<file path="src/pkg/lpmcs_pkg.sv">
package lpmcs_pkg;

  // core clock
  localparam int CORE_CLK_PERIOD_NS = 50;

  // regulator return from low-power to normal before a clock is handed out
  localparam int REG_SETTLE_NS = 2000;
  localparam int REG_SETTLE_CYC_RAW =
    (REG_SETTLE_NS + CORE_CLK_PERIOD_NS - 1) / CORE_CLK_PERIOD_NS;
  localparam int REG_SETTLE_CYC =
    (REG_SETTLE_CYC_RAW < 1) ? 1 : REG_SETTLE_CYC_RAW;

  // external clock declared dead after this long without a tick edge
  localparam int CLK_MON_TIMEOUT_NS = 1000;
  localparam int CLK_MON_CYC_RAW = CLK_MON_TIMEOUT_NS / CORE_CLK_PERIOD_NS;
  localparam int CLK_MON_CYC = (CLK_MON_CYC_RAW < 1) ? 1 : CLK_MON_CYC_RAW;

  localparam int CNT_W = 8;
  localparam logic [CNT_W-1:0] SETTLE_LOAD = CNT_W'(REG_SETTLE_CYC - 1);
  localparam logic [CNT_W-1:0] MON_LIMIT = CNT_W'(CLK_MON_CYC);

  // clock figures in MHz
  localparam logic [7:0] RC_OSC_MHZ = 8'h08;
  localparam logic [5:0] EXT_MIN_MHZ = 6'h04;
  localparam logic [5:0] EXT_MAX_MHZ = 6'h20;
  localparam logic [23:0] BUS_MAX_MHZ = 24'h000030;

  // sizes
  localparam int NUM_EXT_LINES = 16;
  localparam int NUM_CMP = 2;
  localparam int NUM_WAKEUP_PINS_PINS = 2;
  localparam int NUM_RC_REQ = 3;
  localparam int NUM_BKP_REGS = 5;
  localparam int BKP_W = 32;
  localparam int BKP_IDX_W = 3;
  localparam int DIV_W = 3;
  localparam int PRESC_CNT_W = 7;

  // values after reset
  localparam logic [DIV_W-1:0] HDIV_RESET = 3'h0;
  localparam logic [DIV_W-1:0] PDIV_RESET = 3'h0;

  // rc request slots
  localparam int RCREQ_CEC = 0;
  localparam int RCREQ_SERIAL = 1;
  localparam int RCREQ_TWO_WIRE = 2;

  typedef enum logic [1:0] {
    LPMCS_SRC_RC,
    LPMCS_SRC_EXT,
    LPMCS_SRC_PLL
  } lpmcs_src_t;

  typedef enum logic [2:0] {
    ST_RUN,
    ST_SLEEP,
    ST_STOP,
    ST_STOP_REGUP,
    ST_STOP_RC,
    ST_STANDBY
  } lpmcs_state_t;

endpackage

</file>
<file path="src/hdl/lpmcs_clk_mon.sv">
`timescale 1ns/100ps
module lpmcs_clk_mon import lpmcs_pkg::*; (
  input logic core_clk_i,
  input logic resetn_i,
  input logic clk_en_i,
  input logic mon_en_i,
  input logic ext_tick_i,
  output logic fail_o
);

  logic tick_prev_reg;
  logic [CNT_W-1:0] gap_reg;
  logic [CNT_W-1:0] gap_next;
  logic fail_reg;
  logic edge_seen;
  logic expire;

  // any edge of the divided external tick proves the source alive
  assign edge_seen = ext_tick_i ^ tick_prev_reg;
  assign expire = mon_en_i & !edge_seen & (gap_reg == MON_LIMIT - 8'h01);
  assign gap_next = (!mon_en_i || edge_seen) ? '0 :
                    (gap_reg < MON_LIMIT) ? gap_reg + 8'h01 : gap_reg;
  assign fail_o = fail_reg;

  always_ff @(posedge core_clk_i) begin
    if (!resetn_i) begin
      tick_prev_reg <= 1'b0;
      gap_reg <= '0;
      fail_reg <= 1'b0;
    end else if (clk_en_i) begin
      tick_prev_reg <= ext_tick_i;
      gap_reg <= gap_next;
      fail_reg <= expire;
    end
  end

endmodule // lpmcs_clk_mon

</file>
<file path="src/hdl/lpmcs_prescaler.sv">
`timescale 1ns/100ps
module lpmcs_prescaler import lpmcs_pkg::*; (
  input logic core_clk_i,
  input logic resetn_i,
  input logic clk_en_i,
  input logic run_i,
  input logic [DIV_W-1:0] div_sel_i,
  output logic tick_o
);

  logic [PRESC_CNT_W-1:0] cnt_reg;
  logic [PRESC_CNT_W-1:0] cnt_next;
  logic [PRESC_CNT_W-1:0] last_cnt;
  logic wrap;

  // divide by 2^div_sel; a shrinking ratio wraps at once
  assign last_cnt = (PRESC_CNT_W'(1) << div_sel_i) - PRESC_CNT_W'(1);
  assign wrap = cnt_reg >= last_cnt;
  assign cnt_next = (!run_i || wrap) ? '0 : cnt_reg + PRESC_CNT_W'(1);
  assign tick_o = clk_en_i & run_i & wrap;

  always_ff @(posedge core_clk_i) begin
    if (!resetn_i) begin
      cnt_reg <= '0;
    end else if (clk_en_i) begin
      cnt_reg <= cnt_next;
    end
  end

endmodule // lpmcs_prescaler

</file>
<file path="src/hdl/lpmcs_top.sv">
// What this block does
// - sleep halts only the core clock; peripherals stay clocked.
// - any peripheral interrupt wakes the core from sleep; stop wakeup events do not.
// - stop gates core-domain clocks, pll and both oscillators; contents kept.
// - regulator in stop is normal or low-power as configured at entry.
// - any event line, detector, calendar, port, comparator or cec leaves stop.
// - cec, serial and two-wire ports may request the rc clock in stop.
// - with low-power regulator, regulator returns to normal before clock given.
// - standby switches regulator, pll and both oscillators off.
// - standby loses core contents; calendar and standby circuitry are kept.
// - reset pin low, guard reset, wakeup rise or calendar event exit standby.
// - calendar, guard timer and their clocks keep running in stop/standby.
// - after reset the rc oscillator clocks the core until software changes.
// - external clock of 4 to 32 MHz selectable, supervised while in use.
// - external clock failure falls back to rc oscillator automatically.
// - failure interrupt is raised only when its enable is set.
// - bus clocks come from prescalers and never exceed 48 MHz.
// - five 32-bit backup registers survive reset and standby wakeup.
`timescale 1ns/100ps
module lpmcs_top import lpmcs_pkg::*; (
  input logic core_clk_i,
  input logic resetn_i,
  input logic clk_en_i,
  // core side
  input logic lp_entry_i,
  input logic deep_sleep_i,
  input logic standby_sel_i,
  input logic lp_regulator_sel_i,
  input logic periph_irq_i,
  // stop wakeup sources
  input logic [NUM_EXT_LINES-1:0] external_event_lines_i,
  input logic supply_level_detector_i,
  input logic calendar_evt_i,
  input logic first_two_wire_port_wake_i,
  input logic first_serial_port_wake_i,
  input logic [NUM_CMP-1:0] comparator_outputs_i,
  input logic cec_wake_i,
  // rc clock requests in stop
  input logic [NUM_RC_REQ-1:0] rc_req_i,
  input logic [NUM_RC_REQ-1:0] rc_req_en_i,
  output logic [NUM_RC_REQ-1:0] rc_grant_o,
  // standby wakeup sources
  input logic external_reset_pin_n_i,
  input logic independent_guard_timer_rst_i,
  input logic [NUM_WAKEUP_PINS_PINS-1:0] wakeup_pins_i,
  // clock configuration
  input logic ext_osc_on_i,
  input logic [5:0] ext_freq_mhz_i,
  input logic pll_on_i,
  input logic pll_src_ext_i,
  input logic [6:0] pll_freq_mhz_i,
  input logic clk_sel_wr_i,
  input lpmcs_src_t clk_sel_i,
  input logic div_wr_i,
  input logic [DIV_W-1:0] hdiv_sel_i,
  input logic [DIV_W-1:0] pdiv_sel_i,
  input logic ext_tick_i,
  input logic clk_fail_irq_en_i,
  input logic clk_fail_clr_i,
  input logic standby_flag_clr_i,
  // backup registers
  input logic bkp_wr_i,
  input logic [BKP_IDX_W-1:0] bkp_idx_i,
  input logic [BKP_W-1:0] bkp_wdata_i,
  output logic [BKP_W-1:0] bkp_rdata_o,
  // clock, oscillator and power controls
  output lpmcs_src_t sysclk_sel_o,
  output logic [DIV_W-1:0] hdiv_o,
  output logic [DIV_W-1:0] pdiv_o,
  output logic core_clk_en_o,
  output logic hclk_en_o,
  output logic pclk_en_o,
  output logic core_domain_clk_on_o,
  output logic pll_en_o,
  output logic internal_rc_osc_en_o,
  output logic external_crystal_osc_en_o,
  output logic regulator_on_o,
  output logic regulator_lp_o,
  output logic core_domain_rst_n_o,
  output logic calendar_clk_en_o,
  output logic guard_timer_clk_en_o,
  output logic clk_fail_flag_o,
  output logic clk_fail_irq_o,
  output logic standby_flag_o
);

  lpmcs_state_t state_reg;
  lpmcs_state_t state_next;
  lpmcs_src_t sel_reg;
  lpmcs_src_t sel_next;
  logic lp_reg_reg;
  logic [CNT_W-1:0] settle_reg;
  logic [CNT_W-1:0] settle_next;
  logic [DIV_W-1:0] hdiv_reg;
  logic [DIV_W-1:0] pdiv_reg;
  logic fail_flag_reg;
  logic standby_flag_reg;
  logic [NUM_WAKEUP_PINS_PINS-1:0] wakeup_pins_prev_reg;
  logic [BKP_W-1:0] bkp_mem [NUM_BKP_REGS];
  logic [BKP_W-1:0] bkp_rdata_reg;

  function automatic logic [7:0] src_mhz(input lpmcs_src_t s,
                                         input logic [7:0] ext_mhz,
                                         input logic [7:0] pll_mhz);
    case (s)
      LPMCS_SRC_EXT: src_mhz = ext_mhz;
      LPMCS_SRC_PLL: src_mhz = pll_mhz;
      default: src_mhz = RC_OSC_MHZ;
    endcase
  endfunction

  function automatic logic bus_ok(input logic [7:0] mhz,
                                  input logic [3:0] sh);
    bus_ok = {16'h0000, mhz} <= (BUS_MAX_MHZ << sh);
  endfunction

  // state decode
  logic in_run;
  logic in_sleep;
  logic in_stop;
  logic in_regup;
  logic in_stop_rc;
  logic in_standby;
  logic domain_on;
  assign in_run = state_reg == ST_RUN;
  assign in_sleep = state_reg == ST_SLEEP;
  assign in_stop = state_reg == ST_STOP;
  assign in_regup = state_reg == ST_STOP_REGUP;
  assign in_stop_rc = state_reg == ST_STOP_RC;
  assign in_standby = state_reg == ST_STANDBY;
  assign domain_on = in_run | in_sleep;

  // wakeup sources
  logic stop_wake;
  logic [NUM_WAKEUP_PINS_PINS-1:0] wakeup_pins_rise;
  logic standby_wake;
  logic [NUM_RC_REQ-1:0] rc_req_live;
  logic any_rc_req;
  logic stop_exit;
  assign stop_wake = (|external_event_lines_i) | supply_level_detector_i |
                     calendar_evt_i | first_two_wire_port_wake_i |
                     first_serial_port_wake_i | (|comparator_outputs_i) |
                     cec_wake_i;
  assign wakeup_pins_rise = wakeup_pins_i & ~wakeup_pins_prev_reg;
  assign standby_wake = !external_reset_pin_n_i |
                        independent_guard_timer_rst_i |
                        (|wakeup_pins_rise) | calendar_evt_i;
  assign rc_req_live = rc_req_i & rc_req_en_i;
  assign any_rc_req = |rc_req_live;
  assign stop_exit = (in_stop | in_regup | in_stop_rc) & stop_wake;

  // clock selection and prescaler legality
  logic [7:0] ext_mhz;
  logic [7:0] pll_mhz;
  logic [7:0] cur_mhz;
  logic [7:0] new_mhz;
  logic ext_ok;
  logic target_ok;
  logic sel_legal;
  logic div_legal;
  logic ext_in_use;
  logic mon_en;
  logic mon_fail;
  assign ext_mhz = {2'h0, ext_freq_mhz_i};
  assign pll_mhz = {1'h0, pll_freq_mhz_i};
  assign cur_mhz = src_mhz(sel_reg, ext_mhz, pll_mhz);
  assign new_mhz = src_mhz(clk_sel_i, ext_mhz, pll_mhz);
  assign ext_ok = ext_osc_on_i & (ext_freq_mhz_i >= EXT_MIN_MHZ) &
                  (ext_freq_mhz_i <= EXT_MAX_MHZ);
  assign target_ok = (clk_sel_i == LPMCS_SRC_RC) |
                     ((clk_sel_i == LPMCS_SRC_EXT) & ext_ok) |
                     ((clk_sel_i == LPMCS_SRC_PLL) & pll_on_i &
                      (!pll_src_ext_i | ext_ok));
  assign sel_legal = clk_sel_wr_i & in_run & target_ok &
                     bus_ok(new_mhz, {1'b0, hdiv_reg}) &
                     bus_ok(new_mhz, {1'b0, hdiv_reg} + {1'b0, pdiv_reg});
  // a clock switch in the same cycle wins over a divider write
  assign div_legal = div_wr_i & in_run & !clk_sel_wr_i &
                     bus_ok(cur_mhz, {1'b0, hdiv_sel_i}) &
                     bus_ok(cur_mhz, {1'b0, hdiv_sel_i} +
                            {1'b0, pdiv_sel_i});
  assign ext_in_use = (sel_reg == LPMCS_SRC_EXT) |
                      ((sel_reg == LPMCS_SRC_PLL) & pll_src_ext_i);
  assign mon_en = ext_in_use & domain_on;

  lpmcs_clk_mon u_clk_mon (
    .core_clk_i (core_clk_i),
    .resetn_i (resetn_i),
    .clk_en_i (clk_en_i),
    .mon_en_i (mon_en),
    .ext_tick_i (ext_tick_i),
    .fail_o (mon_fail)
  );

  // system clock source: rc after reset, failure, stop exit or standby
  assign sel_next = (in_standby || mon_fail || stop_exit) ? LPMCS_SRC_RC :
                    sel_legal ? clk_sel_i : sel_reg;

  // bus clock prescalers
  logic hclk_tick;
  logic pclk_tick;
  lpmcs_prescaler u_hclk_div (
    .core_clk_i (core_clk_i),
    .resetn_i (resetn_i),
    .clk_en_i (clk_en_i),
    .run_i (domain_on),
    .div_sel_i (hdiv_reg),
    .tick_o (hclk_tick)
  );
  lpmcs_prescaler u_pclk_div (
    .core_clk_i (core_clk_i),
    .resetn_i (resetn_i),
    .clk_en_i (hclk_tick),
    .run_i (domain_on),
    .div_sel_i (pdiv_reg),
    .tick_o (pclk_tick)
  );

  // mode sequencing
  always_comb begin
    state_next = state_reg;
    settle_next = settle_reg;
    case (state_reg)
      ST_RUN: begin
        if (lp_entry_i) begin
          if (!deep_sleep_i) begin
            state_next = ST_SLEEP;
          end else if (standby_sel_i) begin
            state_next = ST_STANDBY;
          end else begin
            state_next = ST_STOP;
          end
        end
      end
      ST_SLEEP: begin
        if (periph_irq_i) begin
          state_next = ST_RUN;
        end
      end
      ST_STOP: begin
        if (stop_wake) begin
          state_next = ST_RUN;
        end else if (any_rc_req && lp_reg_reg) begin
          state_next = ST_STOP_REGUP;
          settle_next = SETTLE_LOAD;
        end else if (any_rc_req) begin
          state_next = ST_STOP_RC;
        end
      end
      ST_STOP_REGUP: begin
        if (stop_wake) begin
          state_next = ST_RUN;
        end else if (!any_rc_req) begin
          state_next = ST_STOP;
        end else if (settle_reg == '0) begin
          state_next = ST_STOP_RC;
        end else begin
          settle_next = settle_reg - 8'h01;
        end
      end
      ST_STOP_RC: begin
        if (stop_wake) begin
          state_next = ST_RUN;
        end else if (!any_rc_req) begin
          state_next = ST_STOP;
        end
      end
      ST_STANDBY: begin
        if (standby_wake) begin
          state_next = ST_RUN;
        end
      end
      default: begin
        state_next = ST_RUN;
      end
    endcase
  end

  always_ff @(posedge core_clk_i) begin
    if (!resetn_i) begin
      state_reg <= ST_RUN;
      settle_reg <= '0;
      lp_reg_reg <= 1'b0;
      wakeup_pins_prev_reg <= '0;
    end else if (clk_en_i) begin
      state_reg <= state_next;
      settle_reg <= settle_next;
      wakeup_pins_prev_reg <= wakeup_pins_i;
      if (in_run && lp_entry_i && deep_sleep_i) begin
        lp_reg_reg <= lp_regulator_sel_i;
      end
    end
  end

  // core-domain configuration is lost across standby
  always_ff @(posedge core_clk_i) begin
    if (!resetn_i) begin
      sel_reg <= LPMCS_SRC_RC;
      hdiv_reg <= HDIV_RESET;
      pdiv_reg <= PDIV_RESET;
    end else if (clk_en_i) begin
      sel_reg <= sel_next;
      if (in_standby) begin
        hdiv_reg <= HDIV_RESET;
        pdiv_reg <= PDIV_RESET;
      end else if (div_legal) begin
        hdiv_reg <= hdiv_sel_i;
        pdiv_reg <= pdiv_sel_i;
      end
    end
  end

  // sticky flags: a set in the clearing cycle wins
  always_ff @(posedge core_clk_i) begin
    if (!resetn_i) begin
      fail_flag_reg <= 1'b0;
      standby_flag_reg <= 1'b0;
    end else if (clk_en_i) begin
      if (in_standby) begin
        fail_flag_reg <= 1'b0;
      end else begin
        fail_flag_reg <= mon_fail | (fail_flag_reg & !clk_fail_clr_i);
      end
      standby_flag_reg <= in_standby |
                          (standby_flag_reg & !standby_flag_clr_i);
    end
  end

  // backup registers: no reset, kept through standby
  logic bkp_hit;
  assign bkp_hit = bkp_wr_i & !in_standby &
                   (bkp_idx_i < BKP_IDX_W'(NUM_BKP_REGS));
  always_ff @(posedge core_clk_i) begin
    if (clk_en_i && bkp_hit) begin
      bkp_mem[bkp_idx_i] <= bkp_wdata_i;
    end
  end
  always_ff @(posedge core_clk_i) begin
    if (!resetn_i) begin
      bkp_rdata_reg <= '0;
    end else if (clk_en_i) begin
      bkp_rdata_reg <= (bkp_idx_i < BKP_IDX_W'(NUM_BKP_REGS)) ?
                       bkp_mem[bkp_idx_i] : '0;
    end
  end

  // outputs
  assign sysclk_sel_o = sel_reg;
  assign hdiv_o = hdiv_reg;
  assign pdiv_o = pdiv_reg;
  assign core_clk_en_o = hclk_tick & in_run;
  assign hclk_en_o = hclk_tick;
  assign pclk_en_o = pclk_tick;
  assign core_domain_clk_on_o = domain_on;
  assign pll_en_o = pll_on_i & domain_on;
  assign internal_rc_osc_en_o = domain_on | in_stop_rc;
  assign external_crystal_osc_en_o = ext_osc_on_i & domain_on;
  assign regulator_on_o = !in_standby;
  assign regulator_lp_o = in_stop & lp_reg_reg;
  assign core_domain_rst_n_o = !in_standby;
  assign calendar_clk_en_o = 1'b1;
  assign guard_timer_clk_en_o = 1'b1;
  assign rc_grant_o = in_stop_rc ? rc_req_live : '0;
  assign clk_fail_flag_o = fail_flag_reg;
  assign clk_fail_irq_o = fail_flag_reg & clk_fail_irq_en_i;
  assign standby_flag_o = standby_flag_reg;
  assign bkp_rdata_o = bkp_rdata_reg;
endmodule // lpmcs_top

</file>
<file path="config.mk">
export PLATFORM = sky130hd
export DESIGN_NAME = lpmcs_top
export DESIGN_NICKNAME = d
export VERILOG_FILES = /design/src/pkg/lpmcs_pkg.sv /design/src/hdl/lpmcs_clk_mon.sv /design/src/hdl/lpmcs_prescaler.sv /design/src/hdl/lpmcs_top.sv
export SDC_FILE = /design/constraint.sdc
export NUM_CORES = 1
export LEC_CHECK = 0
export BUFFER_PORTS_ARGS = -buffer_cell sky130_fd_sc_hd__buf_2
export CORE_AREA = 3 3 161 163
export DETAILED_ROUTE_END_ITERATION = 12
export DIE_AREA = 0 0 164 166
export GPL_ROUTABILITY_DRIVEN = 0
export SYNTH_ARGS = -nofsm -noshare
export SYNTH_HDL_FRONTEND = slang
export SYNTH_HIERARCHICAL = 1
export SYNTH_SLANG_ARGS = --single-unit
</file>
<file path="constraint.sdc">
create_clock -name core_clk_i -period 4.4 [get_ports core_clk_i]
set_clock_uncertainty 0.15 [all_clocks]
set_input_delay 0 -clock core_clk_i [delete_from_list [all_inputs] [get_ports core_clk_i]]
set_output_delay 0 -clock core_clk_i [all_outputs]
set_load 0.05 [all_outputs]
</file>
==> reports/qor.txt <==
Fill count: 2064
Final Hold Viols: 0
Final wirelength: 24.9 mm
Largest area contributor in the netlist: edfxtp_1
Setup bufs post-CTS: 0
Yosys reg bits: 240
Setup Viol. Count Final: 0
WL/cell: 17.4 um
Reg area: 6410 um2
Critical path, cell by cell: ha_1 > fa_1 > or2_2 > o21ai_0 > nor2b_1 > nand2_1 > ha_1 > a21oi_1 > nand2_1 > a31oi_1 > o211ai_1 > nor4_2 > a32o_1 > dlygate4sd3_1
DIE WIDTH: 164 um
Layout cell share with drive strength beyond 1: 0.247
Std cell rows: 57
Vias/cell: 5.23
Initial detailed-routing violation count: 434
Pre-CTS setup slack: 884 ps
Outcome: finished, final reports clean
Static leakage: 5.44 nW
Die area: 27200 um2
Arrival time of the worst setup path: 4370 ps
CTS max path bufs: 3
Nets: 1249
Most common cell after layout, fill and taps aside: buf_2
Initial Util: 0.453
Tmin final: 4070 ps
Fin. max-slew vios: 0
Antenna-violating nets left: 0
Clock root cell: clkbuf_16
Die H: 166 um
Post-synth EDFFs: 160
Max reg flops: 160
Most flop-heavy register: bkp_mem
Final HPWL DP: 16.7 mm
PortBufs: 162
Setup ws final: 332 ps
Core area: 24500 um2
CTS tree: built
H-tree lvl count: 1
Slowest-stage cell, CP: dlygate4sd3_1
Synth area leaders: edfxtp_1 43%, dfxtp_1 14%, mux4_2 6.5%
Worst skew pair latency: 520 ps
Slowest stage delay, CP: 550 ps
Mapped Cells: 853
Initial antenna violation count: 1
Worst IR Drop VDD: 0.000394 V
Most frequent cells in the layout: 162 x buf_2, 160 x edfxtp_1, 80 x dfxtp_1, 69 x dlygate4sd3_1, 58 x inv_1
Asr flop ratio synth: 0
Vias in the first global route: 7683
Relative slew slack: 0.283
Post-synth cell types: 72
Worst setup SP type: flop
Pin count of the biggest net entering global routing: 43
Top FF cell, synth: edfxtp_1
Number of max-cap violations: 0
Crit path capture type: flop
Worst path required time: 4700 ps
Clock slew seen by the registers of the worst setup and hold paths: 60 ps
Netlist Area Pre-Place: 11100 um2
Ys Warns: 6
Via count: 7505
Register area share after synthesis: 0.579
Sink Count: 240
Total congestion overflow: 0
Worst Tran Pin Value: 1070 ps
Final Cycle Share: 0.925
I/O Pins: 165
First-pass GRT wire length: 39.8 mm
Peak Freq: 246 MHz
Unrepaired setup endpoints after global routing: no
Total clock buffers created by CTS: 26
Syn avg cell area: 13.0 um2
Drt pass-1 iters: 4
Synth-to-layout area growth: 24.9%
Yosys top cell area share: 0.434
Multi-input logic area: 4320 um2
Crit Path Class: reg2reg
HP Class: in2reg
Total negative slack: 0 ps
CP Max Fanout: 9
Pwr dens: 380 nW/um2
Number of remaining DRC errors: 0
Tot GR Track Use: 0.182
==> metrics by stage <==
step	util	area (um2)	total power, mW	hold slack (ps)	instances
2_1_floorplan	-	11100	2.91	-51.1	854
3_3_place_gp	0.501	12300	3.08	84.3	1317
3_5_place_dp	0.501	12300	3.09	81.2	1317
4_1_cts	0.565	13800	5.31	8.84	1434
5_1_grt	0.565	13800	5.47	33.6	1435
6_report	0.565	13800	5.25	17.2	1435
==> report_power, final <==
group | leakage [nW] | internal [mW] | switching [mW]
registers | 2.10 | 2.45 | 0.0315
clock network | 0.426 | 1.33 | 0.837
logic | 2.91 | 0.244 | 0.360
total | 5.44 | 4.02 | 1.23
==> critical path, delay by kind of cell, from the launching register on <==
family | cells | cell delay (ps)
flops | 1 | 390
fa+ha+maj | 3 | 960
simple gates | 5 | 1090
compound gates | 5 | 860
buf+inv | 1 | 550
==> Yosys cell counts, drive strengths merged, types with 9 or more instances <==
master,count
and2,46
mux2i,39
buf,19
mux4,32
inv,59
nand2b,15
a21oi,16
nor3,13
ha,50
nand2,39
and3,14
nand4,13
clkbuf,17
nor2b,14
xnor2,9
edfxtp,160
dfxtp,80
o22ai,35
nand3,17
a32o,9
o21ai,15
nor2,43
==> cells by family (layout without fill, tap and decap cells) <==
family | after synthesis | after routing | synth area share
simple gates | 242 | 242 | 0.121
compound gates | 134 | 134 | 0.0899
fa+ha+maj | 52 | 52 | 0.0601
xor+xnor | 17 | 17 | 0.0141
other cells | 1 | 3 | 0.000339
buf+inv | 95 | 351 | 0.0349
mux | 72 | 72 | 0.101
flops | 240 | 240 | 0.579
==> area by class of cell <==
cell class	instances	share of cell area
well taps	324	0.0293
inverters	59	0.0160
flip-flops and latches	240	0.463
clock inverters	11	0.00950
multi-input cells	519	0.312
diodes	1	0.000181
repair buffers	244	0.117
clock buffers	37	0.0530
==> path summary, 6_finish.rpt <==
kind / endpoint / cells past startpoint / slack (ps) / from
setup reg to reg: sysclk_sel_o[0] / 14 / 330 / hdiv_o[0]
setup / recovery: sysclk_sel_o[0] / 14 / 330 / hdiv_o[0]
hold / removal: bkp_mem[3][8] / 3 / 20 / bkp_idx_i[1]
hold reg to reg: u_clk_mon/gap_reg[6] / 1 / 340 / u_clk_mon/gap_reg[6]
==> what timing repair did <==
item	CTS	global route
resized for setup	0	1
setup endpoints to repair	0	1
hold endpoints to repair	244	0
hold buffers	69	0
==> metal layers <==
metal | track usage | wire length [um] | vias up
li1 | - | - | 3688
met1 | 0.239 | 11100 | 3598
met2 | 0.318 | 12000 | 194
met3 | 0.0329 | 1460 | 25
met4 | 0.0346 | 349 | 0
met5 | 0 | 0 | -
Power figures use the tool's default switching activity.
